## src/hdl/hpf_pkg.sv

```systemverilog
// Shared constants of the handwheel pulse follower: register map,
// configuration word layout, limits and timing.
// Assumes a 200 MHz system clock and a 32-bit Avalon-MM register bus.
package hpf_pkg;

  // Word indexes of the registers; byte address is four times the index
  localparam logic [2:0] REG_CONFIG = 3'h0;
  localparam logic [2:0] REG_SPEED = 3'h1;
  localparam logic [2:0] REG_COMMAND = 3'h2;
  localparam logic [2:0] REG_STATUS = 3'h3;
  localparam logic [2:0] REG_POSITION = 3'h4;

  // Configuration word fields
  localparam int CFG_IN_MODE_LSB = 20;   // 2 bits: input mode
  localparam int CFG_IN_MULT_LSB = 16;   // 2 bits: input multiplication
  localparam int CFG_OUT_MULT_LSB = 8;   // 4 bits: output multiplication
  localparam int CFG_LIMIT_POL_BIT = 7;  // 1: limit active when energised
  localparam int CFG_OUT_MODE_BIT = 4;   // 1: cw/ccw, 0: pulse plus sign
  localparam logic [31:0] CONFIG_RESET = 32'h0020_0000;

  // Input modes
  localparam logic [1:0] IN_INDIVIDUAL = 2'h0;
  localparam logic [1:0] IN_DIR_PULSE = 2'h1;
  localparam logic [1:0] IN_TWO_PHASE = 2'h2;

  // Input multiplications
  localparam logic [1:0] MULT_X4 = 2'h0;
  localparam logic [1:0] MULT_X2 = 2'h1;
  localparam logic [1:0] MULT_X1 = 2'h2;

  // Output multiplication codes and their factors
  localparam logic [3:0] OMUL_CODE_1 = 4'h0;
  localparam logic [3:0] OMUL_CODE_2 = 4'h1;
  localparam logic [3:0] OMUL_CODE_5 = 4'h2;
  localparam logic [3:0] OMUL_CODE_10 = 4'h3;
  localparam logic [4:0] OMUL_1 = 5'h01;
  localparam logic [4:0] OMUL_2 = 5'h02;
  localparam logic [4:0] OMUL_5 = 5'h05;
  localparam logic [4:0] OMUL_10 = 5'h0a;

  // Command register bits
  localparam int CMD_ENABLE_BIT = 0;
  localparam int CMD_DECEL_BIT = 1;
  localparam int CMD_FORCED_BIT = 2;

  // Status register bits
  localparam int ST_BUSY_BIT = 0;
  localparam int ST_DONE_BIT = 1;
  localparam int ST_ACTIVE_BIT = 2;
  localparam int ST_SET_ERR_BIT = 3;
  localparam int ST_LIMIT_ERR_BIT = 4;
  localparam int ST_DIR_BIT = 5;
  localparam int ST_PENDING_BIT = 6;

  // Speed range and clock rate
  localparam logic [22:0] SPEED_MIN = 23'h00_0001;
  localparam logic [22:0] SPEED_MAX = 23'h3d_0900;  // 4,000,000 pps
  localparam logic [22:0] SPEED_RESET = 23'h00_2710; // 10,000 pps
  localparam logic [28:0] CLOCK_HZ = 29'h0beb_c200;  // 200,000,000

endpackage : hpf_pkg

```

## src/hdl/hpf_input_decoder.sv

```systemverilog
// Decoder for the handwheel inputs: turns two synchronised phases into
// one-cycle count pulses with a direction, per mode and multiplication.
// Assumes its inputs are already synchronised to clock.
module hpf_input_decoder (
  input wire logic clock,
  input wire logic resetn,
  input wire logic phaseA,
  input wire logic phaseB,
  input wire logic [1:0] inMode,
  input wire logic [1:0] inMult,
  output logic countPulse,
  output logic countUp
);

  logic aPrev_q, bPrev_q, aPrev_d, bPrev_d;
  logic countPulse_d, countUp_d;
  logic aEdge, bEdge, aRise, bRise;

  // Edge detection and counting decisions
  always_comb begin
    aEdge = phaseA ^ aPrev_q;
    bEdge = phaseB ^ bPrev_q;
    aRise = phaseA & ~aPrev_q;
    bRise = phaseB & ~bPrev_q;
    aPrev_d = phaseA;
    bPrev_d = phaseB;
    countPulse_d = 1'b0;
    countUp_d = countUp;
    case (inMode)
      hpf_pkg::IN_TWO_PHASE: begin
        // Direction from which phase leads
        if (inMult == hpf_pkg::MULT_X4) begin
          countPulse_d = aEdge | bEdge;
          countUp_d = aEdge ? (phaseA ^ bPrev_q) : ~(phaseB ^ aPrev_q);
        end else if (inMult == hpf_pkg::MULT_X2) begin
          countPulse_d = aEdge;
          countUp_d = phaseA ^ phaseB;
        end else begin
          // x1 misses reversals inside one cycle of phases
          countPulse_d = aRise;
          countUp_d = ~phaseB;
        end
      end
      hpf_pkg::IN_DIR_PULSE: begin
        countPulse_d = aRise;
        countUp_d = ~phaseB;
      end
      default: begin
        // Individual inputs: A counts up, B counts down
        countPulse_d = aRise ^ bRise;
        countUp_d = aRise;
      end
    endcase
  end

  // Registers
  always_ff @(posedge clock or negedge resetn) begin
    if (!resetn) begin
      aPrev_q <= 1'b0;
      bPrev_q <= 1'b0;
      countPulse <= 1'b0;
      countUp <= 1'b1;
    end else begin
      aPrev_q <= aPrev_d;
      bPrev_q <= bPrev_d;
      countPulse <= countPulse_d;
      countUp <= countUp_d;
    end
  end

endmodule // hpf_input_decoder

```

## src/hdl/hpf_follower.sv

```systemverilog
// Handwheel pulse follower axis: Avalon-MM registers, input decoding,
// scaled and speed-limited motor pulse output, limit and stop handling.
// Assumes asynchronous pins on the pulser and limit inputs and that the
// sibling positioning engines report busy and done events on this clock.
//
// The register offsets and the Avalon-MM interface to the registers were chosen for this implementation.
module hpf_follower (
  input wire logic clock,
  input wire logic resetn,
  input wire logic [2:0] avsAddress,
  input wire logic avsRead,
  input wire logic avsWrite,
  input wire logic [31:0] avsWritedata,
  input wire logic [3:0] avsByteenable,
  output logic [31:0] avsReaddata,
  output logic avsWaitrequest,
  input wire logic pulserA,
  input wire logic pulserB,
  input wire logic limitPlus,
  input wire logic limitMinus,
  input wire logic positioningBusy,
  input wire logic positioningDone,
  output logic pulseOut,
  output logic signOut,
  output logic cwOut,
  output logic ccwOut
);

  typedef enum logic [2:0] {
    IDLE = 3'b001,
    FOLLOW = 3'b010,
    HALT = 3'b100
  } hpf_state_type;

  // Two-stage synchronisers for the four pins
  logic [3:0] pinMeta_q, pinSync_q;
  always_ff @(posedge clock or negedge resetn) begin
    if (!resetn) begin
      pinMeta_q <= 4'h0;
      pinSync_q <= 4'h0;
    end else begin
      pinMeta_q <= {limitMinus, limitPlus, pulserB, pulserA};
      pinSync_q <= pinMeta_q;
    end
  end

  logic [31:0] config_q, config_d;
  logic [22:0] speed_q, speed_d;
  logic [2:0] command_q, command_d;
  logic done_q, done_d;
  logic setErr_q, setErr_d;
  logic limitErr_q, limitErr_d;
  logic waitReq_q, waitReq_d;
  logic [31:0] readData_q, readData_d;
  hpf_state_type state_q, state_d;
  logic [4:0] pending_q, pending_d;
  logic dir_q, dir_d;
  logic level_q, level_d;
  logic [28:0] acc_q, acc_d;
  logic signed [31:0] position_q, position_d;
  logic enablePrev_q;
  logic countPulse, countUp;

  hpf_input_decoder decoder (
    .clock(clock),
    .resetn(resetn),
    .phaseA(pinSync_q[0]),
    .phaseB(pinSync_q[1]),
    .inMode(config_q[hpf_pkg::CFG_IN_MODE_LSB +: 2]),
    .inMult(config_q[hpf_pkg::CFG_IN_MULT_LSB +: 2]),
    .countPulse(countPulse),
    .countUp(countUp)
  );

  // Configuration decode
  logic polEnergised, cwMode, plusActive, minusActive;
  logic [4:0] outMult;
  logic codeOk, speedOk, paramOk;
  always_comb begin
    polEnergised = config_q[hpf_pkg::CFG_LIMIT_POL_BIT];
    cwMode = config_q[hpf_pkg::CFG_OUT_MODE_BIT];
    // Unpowered limit reads active unless polarity is flipped
    plusActive = polEnergised ? pinSync_q[2] : ~pinSync_q[2];
    minusActive = polEnergised ? pinSync_q[3] : ~pinSync_q[3];
    codeOk = config_q[hpf_pkg::CFG_IN_MODE_LSB +: 2] != 2'h3;
    codeOk = codeOk && (config_q[hpf_pkg::CFG_IN_MULT_LSB +: 2] != 2'h3);
    case (config_q[hpf_pkg::CFG_OUT_MULT_LSB +: 4])
      hpf_pkg::OMUL_CODE_1: outMult = hpf_pkg::OMUL_1;
      hpf_pkg::OMUL_CODE_2: outMult = hpf_pkg::OMUL_2;
      hpf_pkg::OMUL_CODE_5: outMult = hpf_pkg::OMUL_5;
      hpf_pkg::OMUL_CODE_10: outMult = hpf_pkg::OMUL_10;
      default: begin
        outMult = hpf_pkg::OMUL_1;
        codeOk = 1'b0;
      end
    endcase
    speedOk = (speed_q >= hpf_pkg::SPEED_MIN) &&
              (speed_q <= hpf_pkg::SPEED_MAX);
    paramOk = codeOk && speedOk;
  end

  // Register bus: one wait cycle, then the answer with waitrequest low
  logic wrHit;
  logic [31:0] statusWord, byteMask;
  always_comb begin
    wrHit = avsWrite && !waitReq_q;
    waitReq_d = !((avsRead || avsWrite) && waitReq_q);
    byteMask = {{8{avsByteenable[3]}}, {8{avsByteenable[2]}},
                {8{avsByteenable[1]}}, {8{avsByteenable[0]}}};
    statusWord = 32'h0000_0000;
    statusWord[hpf_pkg::ST_BUSY_BIT] = positioningBusy;
    statusWord[hpf_pkg::ST_DONE_BIT] = done_q;
    statusWord[hpf_pkg::ST_ACTIVE_BIT] = state_q == FOLLOW;
    statusWord[hpf_pkg::ST_SET_ERR_BIT] = setErr_q;
    statusWord[hpf_pkg::ST_LIMIT_ERR_BIT] = limitErr_q;
    statusWord[hpf_pkg::ST_DIR_BIT] = dir_q;
    statusWord[hpf_pkg::ST_PENDING_BIT] = pending_q != 5'h00;
    readData_d = 32'h0000_0000;
    if (avsRead && waitReq_q) begin
      case (avsAddress)
        hpf_pkg::REG_CONFIG: readData_d = config_q;
        hpf_pkg::REG_SPEED: readData_d = {9'h000, speed_q};
        hpf_pkg::REG_COMMAND: readData_d = {29'h0, command_q};
        hpf_pkg::REG_STATUS: readData_d = statusWord;
        hpf_pkg::REG_POSITION: readData_d = position_q;
        default: readData_d = 32'h0000_0000;
      endcase
    end
    config_d = config_q;
    speed_d = speed_q;
    command_d = command_q;
    if (wrHit) begin
      case (avsAddress)
        hpf_pkg::REG_CONFIG:
          config_d = (config_q & ~byteMask) | (avsWritedata & byteMask);
        hpf_pkg::REG_SPEED:
          speed_d = (speed_q & ~byteMask[22:0]) |
                    (avsWritedata[22:0] & byteMask[22:0]);
        hpf_pkg::REG_COMMAND:
          if (avsByteenable[0]) begin
            command_d = avsWritedata[2:0];
          end
        default: config_d = config_q;
      endcase
    end
  end

  // Follower sequencing, burst generation and flags
  logic enable, enRise, decelReq, forcedReq;
  logic [28:0] accSum;
  logic step, limitAhead, startBlocked, clrSet, clrLimit;
  always_comb begin
    enable = command_q[hpf_pkg::CMD_ENABLE_BIT];
    decelReq = command_q[hpf_pkg::CMD_DECEL_BIT];
    forcedReq = command_q[hpf_pkg::CMD_FORCED_BIT];
    enRise = enable && !enablePrev_q;
    clrSet = wrHit && (avsAddress == hpf_pkg::REG_STATUS) &&
             avsByteenable[0] && avsWritedata[hpf_pkg::ST_SET_ERR_BIT];
    clrLimit = wrHit && (avsAddress == hpf_pkg::REG_STATUS) &&
               avsByteenable[0] && avsWritedata[hpf_pkg::ST_LIMIT_ERR_BIT];
    state_d = state_q;
    pending_d = pending_q;
    dir_d = dir_q;
    level_d = level_q;
    position_d = position_q;
    // Software clear first so a hardware set in this cycle wins
    done_d = positioningDone ? 1'b1 : done_q;
    setErr_d = clrSet ? 1'b0 : setErr_q;
    limitErr_d = clrLimit ? 1'b0 : limitErr_q;
    // Twice the pulse rate: one step per output edge
    accSum = acc_q + {5'h00, speed_q, 1'b0};
    step = 1'b0;
    acc_d = 29'h0000_0000;
    if (state_q == FOLLOW && (pending_q != 5'h00 || level_q)) begin
      step = accSum >= hpf_pkg::CLOCK_HZ;
      acc_d = step ? accSum - hpf_pkg::CLOCK_HZ : accSum;
    end
    // Only the limit ahead of travel matters, except that the plus limit also blocks a reverse start in cw/ccw mode
    limitAhead = dir_q ? plusActive : minusActive;
    startBlocked = countUp ? plusActive :
                   (minusActive || (cwMode && plusActive));
    case (state_q)
      IDLE: begin
        if (enRise && !positioningBusy) begin
          if (!paramOk) begin
            setErr_d = 1'b1;
            state_d = HALT;
          end else begin
            // A done event from a sibling in this cycle still wins
            done_d = positioningDone;
            state_d = FOLLOW;
          end
        end else if (enRise) begin
          state_d = HALT;
        end
      end
      FOLLOW: begin
        if (forcedReq) begin
          state_d = HALT;
          pending_d = 5'h00;
          level_d = 1'b0;
        end else if (decelReq) begin
          state_d = HALT;
          pending_d = 5'h00;
          level_d = 1'b0;
        end else if (!enable) begin
          state_d = IDLE;
          done_d = 1'b1;
          pending_d = 5'h00;
          level_d = 1'b0;
        end else if (countPulse && pending_q == 5'h00 && !level_q &&
                     startBlocked) begin
          limitErr_d = 1'b1;
          state_d = HALT;
        end else if (step && !level_q && limitAhead) begin
          limitErr_d = 1'b1;
          state_d = HALT;
          pending_d = 5'h00;
        end else begin
          if (step) begin
            level_d = !level_q;
            if (!level_q) begin
              position_d = dir_q ? position_q + 32'sd1
                                 : position_q - 32'sd1;
            end else begin
              pending_d = pending_q - 5'h01;
            end
          end
          // A new count reloads the burst unless level_d is high, when it is dropped; unfinished pulses are lost
          if (countPulse && !level_d) begin
            pending_d = outMult;
            dir_d = countUp;
          end
        end
      end
      HALT: begin
        // Restart needs enable dropped first
        if (!enable) begin
          state_d = IDLE;
          done_d = 1'b1;
        end
      end
      default: state_d = IDLE;
    endcase
  end

  // Registers of the bus, configuration and follower
  always_ff @(posedge clock or negedge resetn) begin
    if (!resetn) begin
      config_q <= hpf_pkg::CONFIG_RESET;
      speed_q <= hpf_pkg::SPEED_RESET;
      command_q <= 3'h0;
      waitReq_q <= 1'b1;
      readData_q <= 32'h0000_0000;
      state_q <= IDLE;
      pending_q <= 5'h00;
      dir_q <= 1'b1;
      level_q <= 1'b0;
      acc_q <= 29'h0000_0000;
      position_q <= 32'sd0;
      done_q <= 1'b0;
      setErr_q <= 1'b0;
      limitErr_q <= 1'b0;
      enablePrev_q <= 1'b0;
    end else begin
      config_q <= config_d;
      speed_q <= speed_d;
      command_q <= command_d;
      waitReq_q <= waitReq_d;
      readData_q <= readData_d;
      state_q <= state_d;
      pending_q <= pending_d;
      dir_q <= dir_d;
      level_q <= level_d;
      acc_q <= acc_d;
      position_q <= position_d;
      done_q <= done_d;
      setErr_q <= setErr_d;
      limitErr_q <= limitErr_d;
      enablePrev_q <= enable;
    end
  end

  // Output pins, all registered
  always_ff @(posedge clock or negedge resetn) begin
    if (!resetn) begin
      pulseOut <= 1'b0;
      signOut <= 1'b0;
      cwOut <= 1'b0;
      ccwOut <= 1'b0;
    end else begin
      pulseOut <= level_d & ~cwMode;
      signOut <= ~dir_d & ~cwMode;
      cwOut <= level_d & cwMode & dir_d;
      ccwOut <= level_d & cwMode & ~dir_d;
    end
  end

  assign avsWaitrequest = waitReq_q;
  assign avsReaddata = readData_q;

endmodule // hpf_follower

```

## config.mk

```make
export PLATFORM = sky130hd
export DESIGN_NAME = hpf_follower
export DESIGN_NICKNAME = d
export VERILOG_FILES = /design/src/hdl/hpf_pkg.sv /design/src/hdl/hpf_input_decoder.sv /design/src/hdl/hpf_follower.sv
export SDC_FILE = /design/constraint.sdc
export NUM_CORES = 1
export LEC_CHECK = 0
export BUFFER_PORTS_ARGS = -buffer_cell sky130_fd_sc_hd__buf_2
export CORE_MARGIN = 1.5
export CORE_UTILIZATION = 45
export CTS_CLUSTER_DIAMETER = 100
export DETAILED_ROUTE_END_ITERATION = 10
export PLACE_DENSITY = 0.65
export SLEW_MARGIN = 15
export SYNTH_ARGS = -nofsm -noshare
export SYNTH_HDL_FRONTEND = slang
export SYNTH_SLANG_ARGS = --single-unit
export TNS_END_PERCENT = 20
```

## constraint.sdc

```tcl
create_clock -name clock -period 4 [get_ports clock]
set_input_delay 0.4 -clock clock [delete_from_list [all_inputs] [get_ports clock]]
set_output_delay 0.4 -clock clock [all_outputs]
set_load 0.1 [all_outputs]
```

==> reports/qor.yml <==
crit_path_cell_trace: "ha_1 > o21ai_2 > nor3_1 > buf_4 > nand4_1 > o211ai_4 > a311o_1 > xor2_1 > nand4_1 > o211a_4 > buf_4 > buf_4 > nor4_4 > or2b_1 > nor3_1 > a211o_1"
yosysWarnings: 0
root_buffer: "clkbuf_16"
worstPathRequired_ps: 4330
area_growth_pct: 18.5
slew_violations: 0
arrival_ps: 4220
dpl_worst_slack_ps: -35.4
final_cell_mix: "dfrtp_1, nor2_1, buf_2"
antenna_found_initial: 0
grt_max_degree: 106
switching_power_w: 0.00165
hp-class: "in -> reg"
hold_buffers: 0
p_seq_share_pct: 42.3
diodes: 0
start_kind: "register"
hold_depth: 1
cts_buffers: 17
fin_util_pct: 54.3
seq_area_frac_synth_pct: 40.7
p_int_w: 0.00355
syn_nets: 1247
gp_congestion: 0.917
worst_hold_path.endpoint: "pinMeta_q[2]$_DFF_PN0_"
ys_ff_latch: 181
async_flop_share_pct: 100
path_max_fanout: 4
overflow: 0
yosysTopAreaCellShare_pct: 38.4
path_class: "reg -> reg"
htree_levels: 4
syn_area_um2: 11100
slowest_delay_ps: 460
die_x_um: 160
p_clk_share_pct: 34.3
netlist_instances: 1136
pin_count: 86
initial_core_util_pct: 45.8
yosysTopAreaCell: "dfrtp_1"
wl_per_cell_um: 18.5
cts_tree: "built"
drt_iter0_drc: 661
place_hpwl_um: 22400
p_per_area_nw_per_um2: 393
cts_buffer_depth: 2
setup.worst_path.end_class: "register"
drc: 0
finalSetupViolCount: 0
reg2reg_from: "speed_q[6]$_DFFE_PN0P_"
r2r_slack_ps: 110
critPathSlowestCell: "dfrtp_1"
synth_top_flop_cell: "dfrtp_1"
track_usage_pct: 24.0
combPwrFrac_pct: 23.4
fmax_mhz: 257
antenna_left: 0
grt_pass1_wl_um: 48500
fin_nets: 1394
finalHoldViolations: 0
layout_commonest_cell: "dfrtp_1"
vdd_drop_max_uv: 289
final_layout_size_suffix_gt1_share_pct: 27.0
fp.coreArea_um2: 24300
cts.reportedPaths.clkPinSlew_ps: 70
rsz0062_at_grt: "yes"
cpMostUsedCell: "buf_4"
rows: 57
swShare_pct: 31.7
totalWireLength_um: 30100
clkLatencyLatePin_ps: 440
p_leak_nw: 6.33
die_area_um2: 25700
fin_setup_tns_ps: 0
cts.sinks: 181
grt_pass1_vias: 8931
finalCritPeriodShare_pct: 97.3
r2r_cells: 16
syn_avg_cell_area_um2: 9.81
vias: 9150
outcome: "finished, final reports clean"
layout_min_cycle_time_ps: 3890
synth_edf_count: 0
drv_cap: 0
firstDrtPassIters: 6
relSlewSlack_pct: 35.2
routed_via_density: 5.65
worst_clock_skew_ps: 11.3
die_y_um: 160
r2r_end: "pending_q[4]$_DFFE_PN0P_"
yosysUniqueCellTypes: 86
tightest_slew_ps: 969
min_from: "limitPlus"
worst_slack_ps: 110
numPortBuffers: 85
synth_area_leaders: "dfrtp_1, mux2_2, ha_1"
==> critical path, delay by kind of cell (launching register included) <==
kind	cells	cell delay, ps
AOI/OAI and AO/OA	5	1290
and+or+nand+nor	6	1020
DFF	1	460
buffers and inverters	3	440
adders and majority gates	1	350
xor gates and xnor gates	1	220
==> state kept, by name, indices dropped and copies added (netlist names), 3 cells and up <==
| name | count |
|---|---|
| pending_q | 5 |
| position_q | 32 |
| speed_q | 23 |
| avsReaddata | 32 |
| state_q | 3 |
| pinSync_q | 4 |
| command_q | 3 |
| acc_q | 28 |
| config_q | 32 |
| pinMeta_q | 4 |
==> area by class of cell <==
cell class / count / area [um^2]
Clock buffer: 19 / 443
Fill cell: 2212 / 11100
Sequential cell: 181 / 4540
Multi-Input combinational cell: 884 / 6460
Tap cell: 324 / 405
Inverter: 35 / 131
Clock inverter: 13 / 169
Timing Repair Buffer: 164 / 1060
==> layer usage <==
layer / up-vias / GRT usage (%) / routed length [um]
li1: 4419 / - / -
met1: 4481 / 33.8 / 14400
met2: 219 / 38.7 / 13900
met3: 31 / 4.03 / 1330
met4: 0 / 5.18 / 389
met5: - / 0 / 0
==> cell usage after synthesis (all sizes together) (22+ instances only) <==
master	n
o21ai	61
mux2i	36
mux2	84
a21oi	78
dfrtp	171
xor2	30
ha	60
nand2	82
clkbuf	22
xnor2	32
inv	35
nor2	139
==> what timing repair did <==
action	CTS	global route
pin swaps	3	13
setup buffers	2	4
gates cloned	1	0
endpoints found under the hold margin	0	0
resized for setup	5	34
endpoints found under the setup margin	31	45
==> worst max-delay path by stage <==
stage	cells past startpoint	from	slack [ps]	endpoint
floorplan	13	dir_q$_DFF_PN1_	1	position_q[22]$_DFFE_PN0P_
global placement	13	speed_q[9]$_DFFE_PN1P_	-20	cwOut$_DFF_PN0_
detailed placement	12	speed_q[9]$_DFFE_PN1P_	-40	position_q[12]$_DFFE_PN0P_
CTS	16	speed_q[2]$_DFFE_PN0P_	30	pending_q[0]$_DFFE_PN0P_
global route	19	speed_q[0]$_DFFE_PN0P_	-20	pending_q[4]$_DFFE_PN0P_
finish	16	speed_q[6]$_DFFE_PN0P_	110	pending_q[4]$_DFFE_PN0P_
==> power groups by stage <==
stage / sequential (W) / clock (W) / combinational, W
2_1_floorplan: 0.00223 / 0 / 0.000719
3_3_place_gp: 0.00223 / 0 / 0.00116
3_5_place_dp: 0.00223 / 0 / 0.00117
4_1_cts: 0.00220 / 0.00181 / 0.00118
5_1_grt: 0.00222 / 0.00190 / 0.00133
6_report: 0.00220 / 0.00178 / 0.00122
==> kinds of logic after synthesis <==
logic type,synth area share (%)
AND/OR/NAND/NOR,16.0
AO/OA/AOI/OAI,16.6
flip-flops,40.7
adder cells (fa/ha/maj),7.09
XOR/XNOR,4.94
multiplexers,11.7
buffers and inverters,2.85
==> stage by stage <==
stage | area (um^2) | total power, W | hold slack, ps | std cells
2_1_floorplan | 11100 | 0.00295 | 104 | 1136
4_1_cts | 13100 | 0.00519 | 47.6 | 1616
6_report | 13200 | 0.00520 | 58.3 | 1620
5_1_grt | 13200 | 0.00544 | 37.0 | 1620
3_5_place_dp | 12400 | 0.00340 | 342 | 1581
3_3_place_gp | 12400 | 0.00338 | 332 | 1581
No activity file was read; power rests on OpenSTA's default activity.
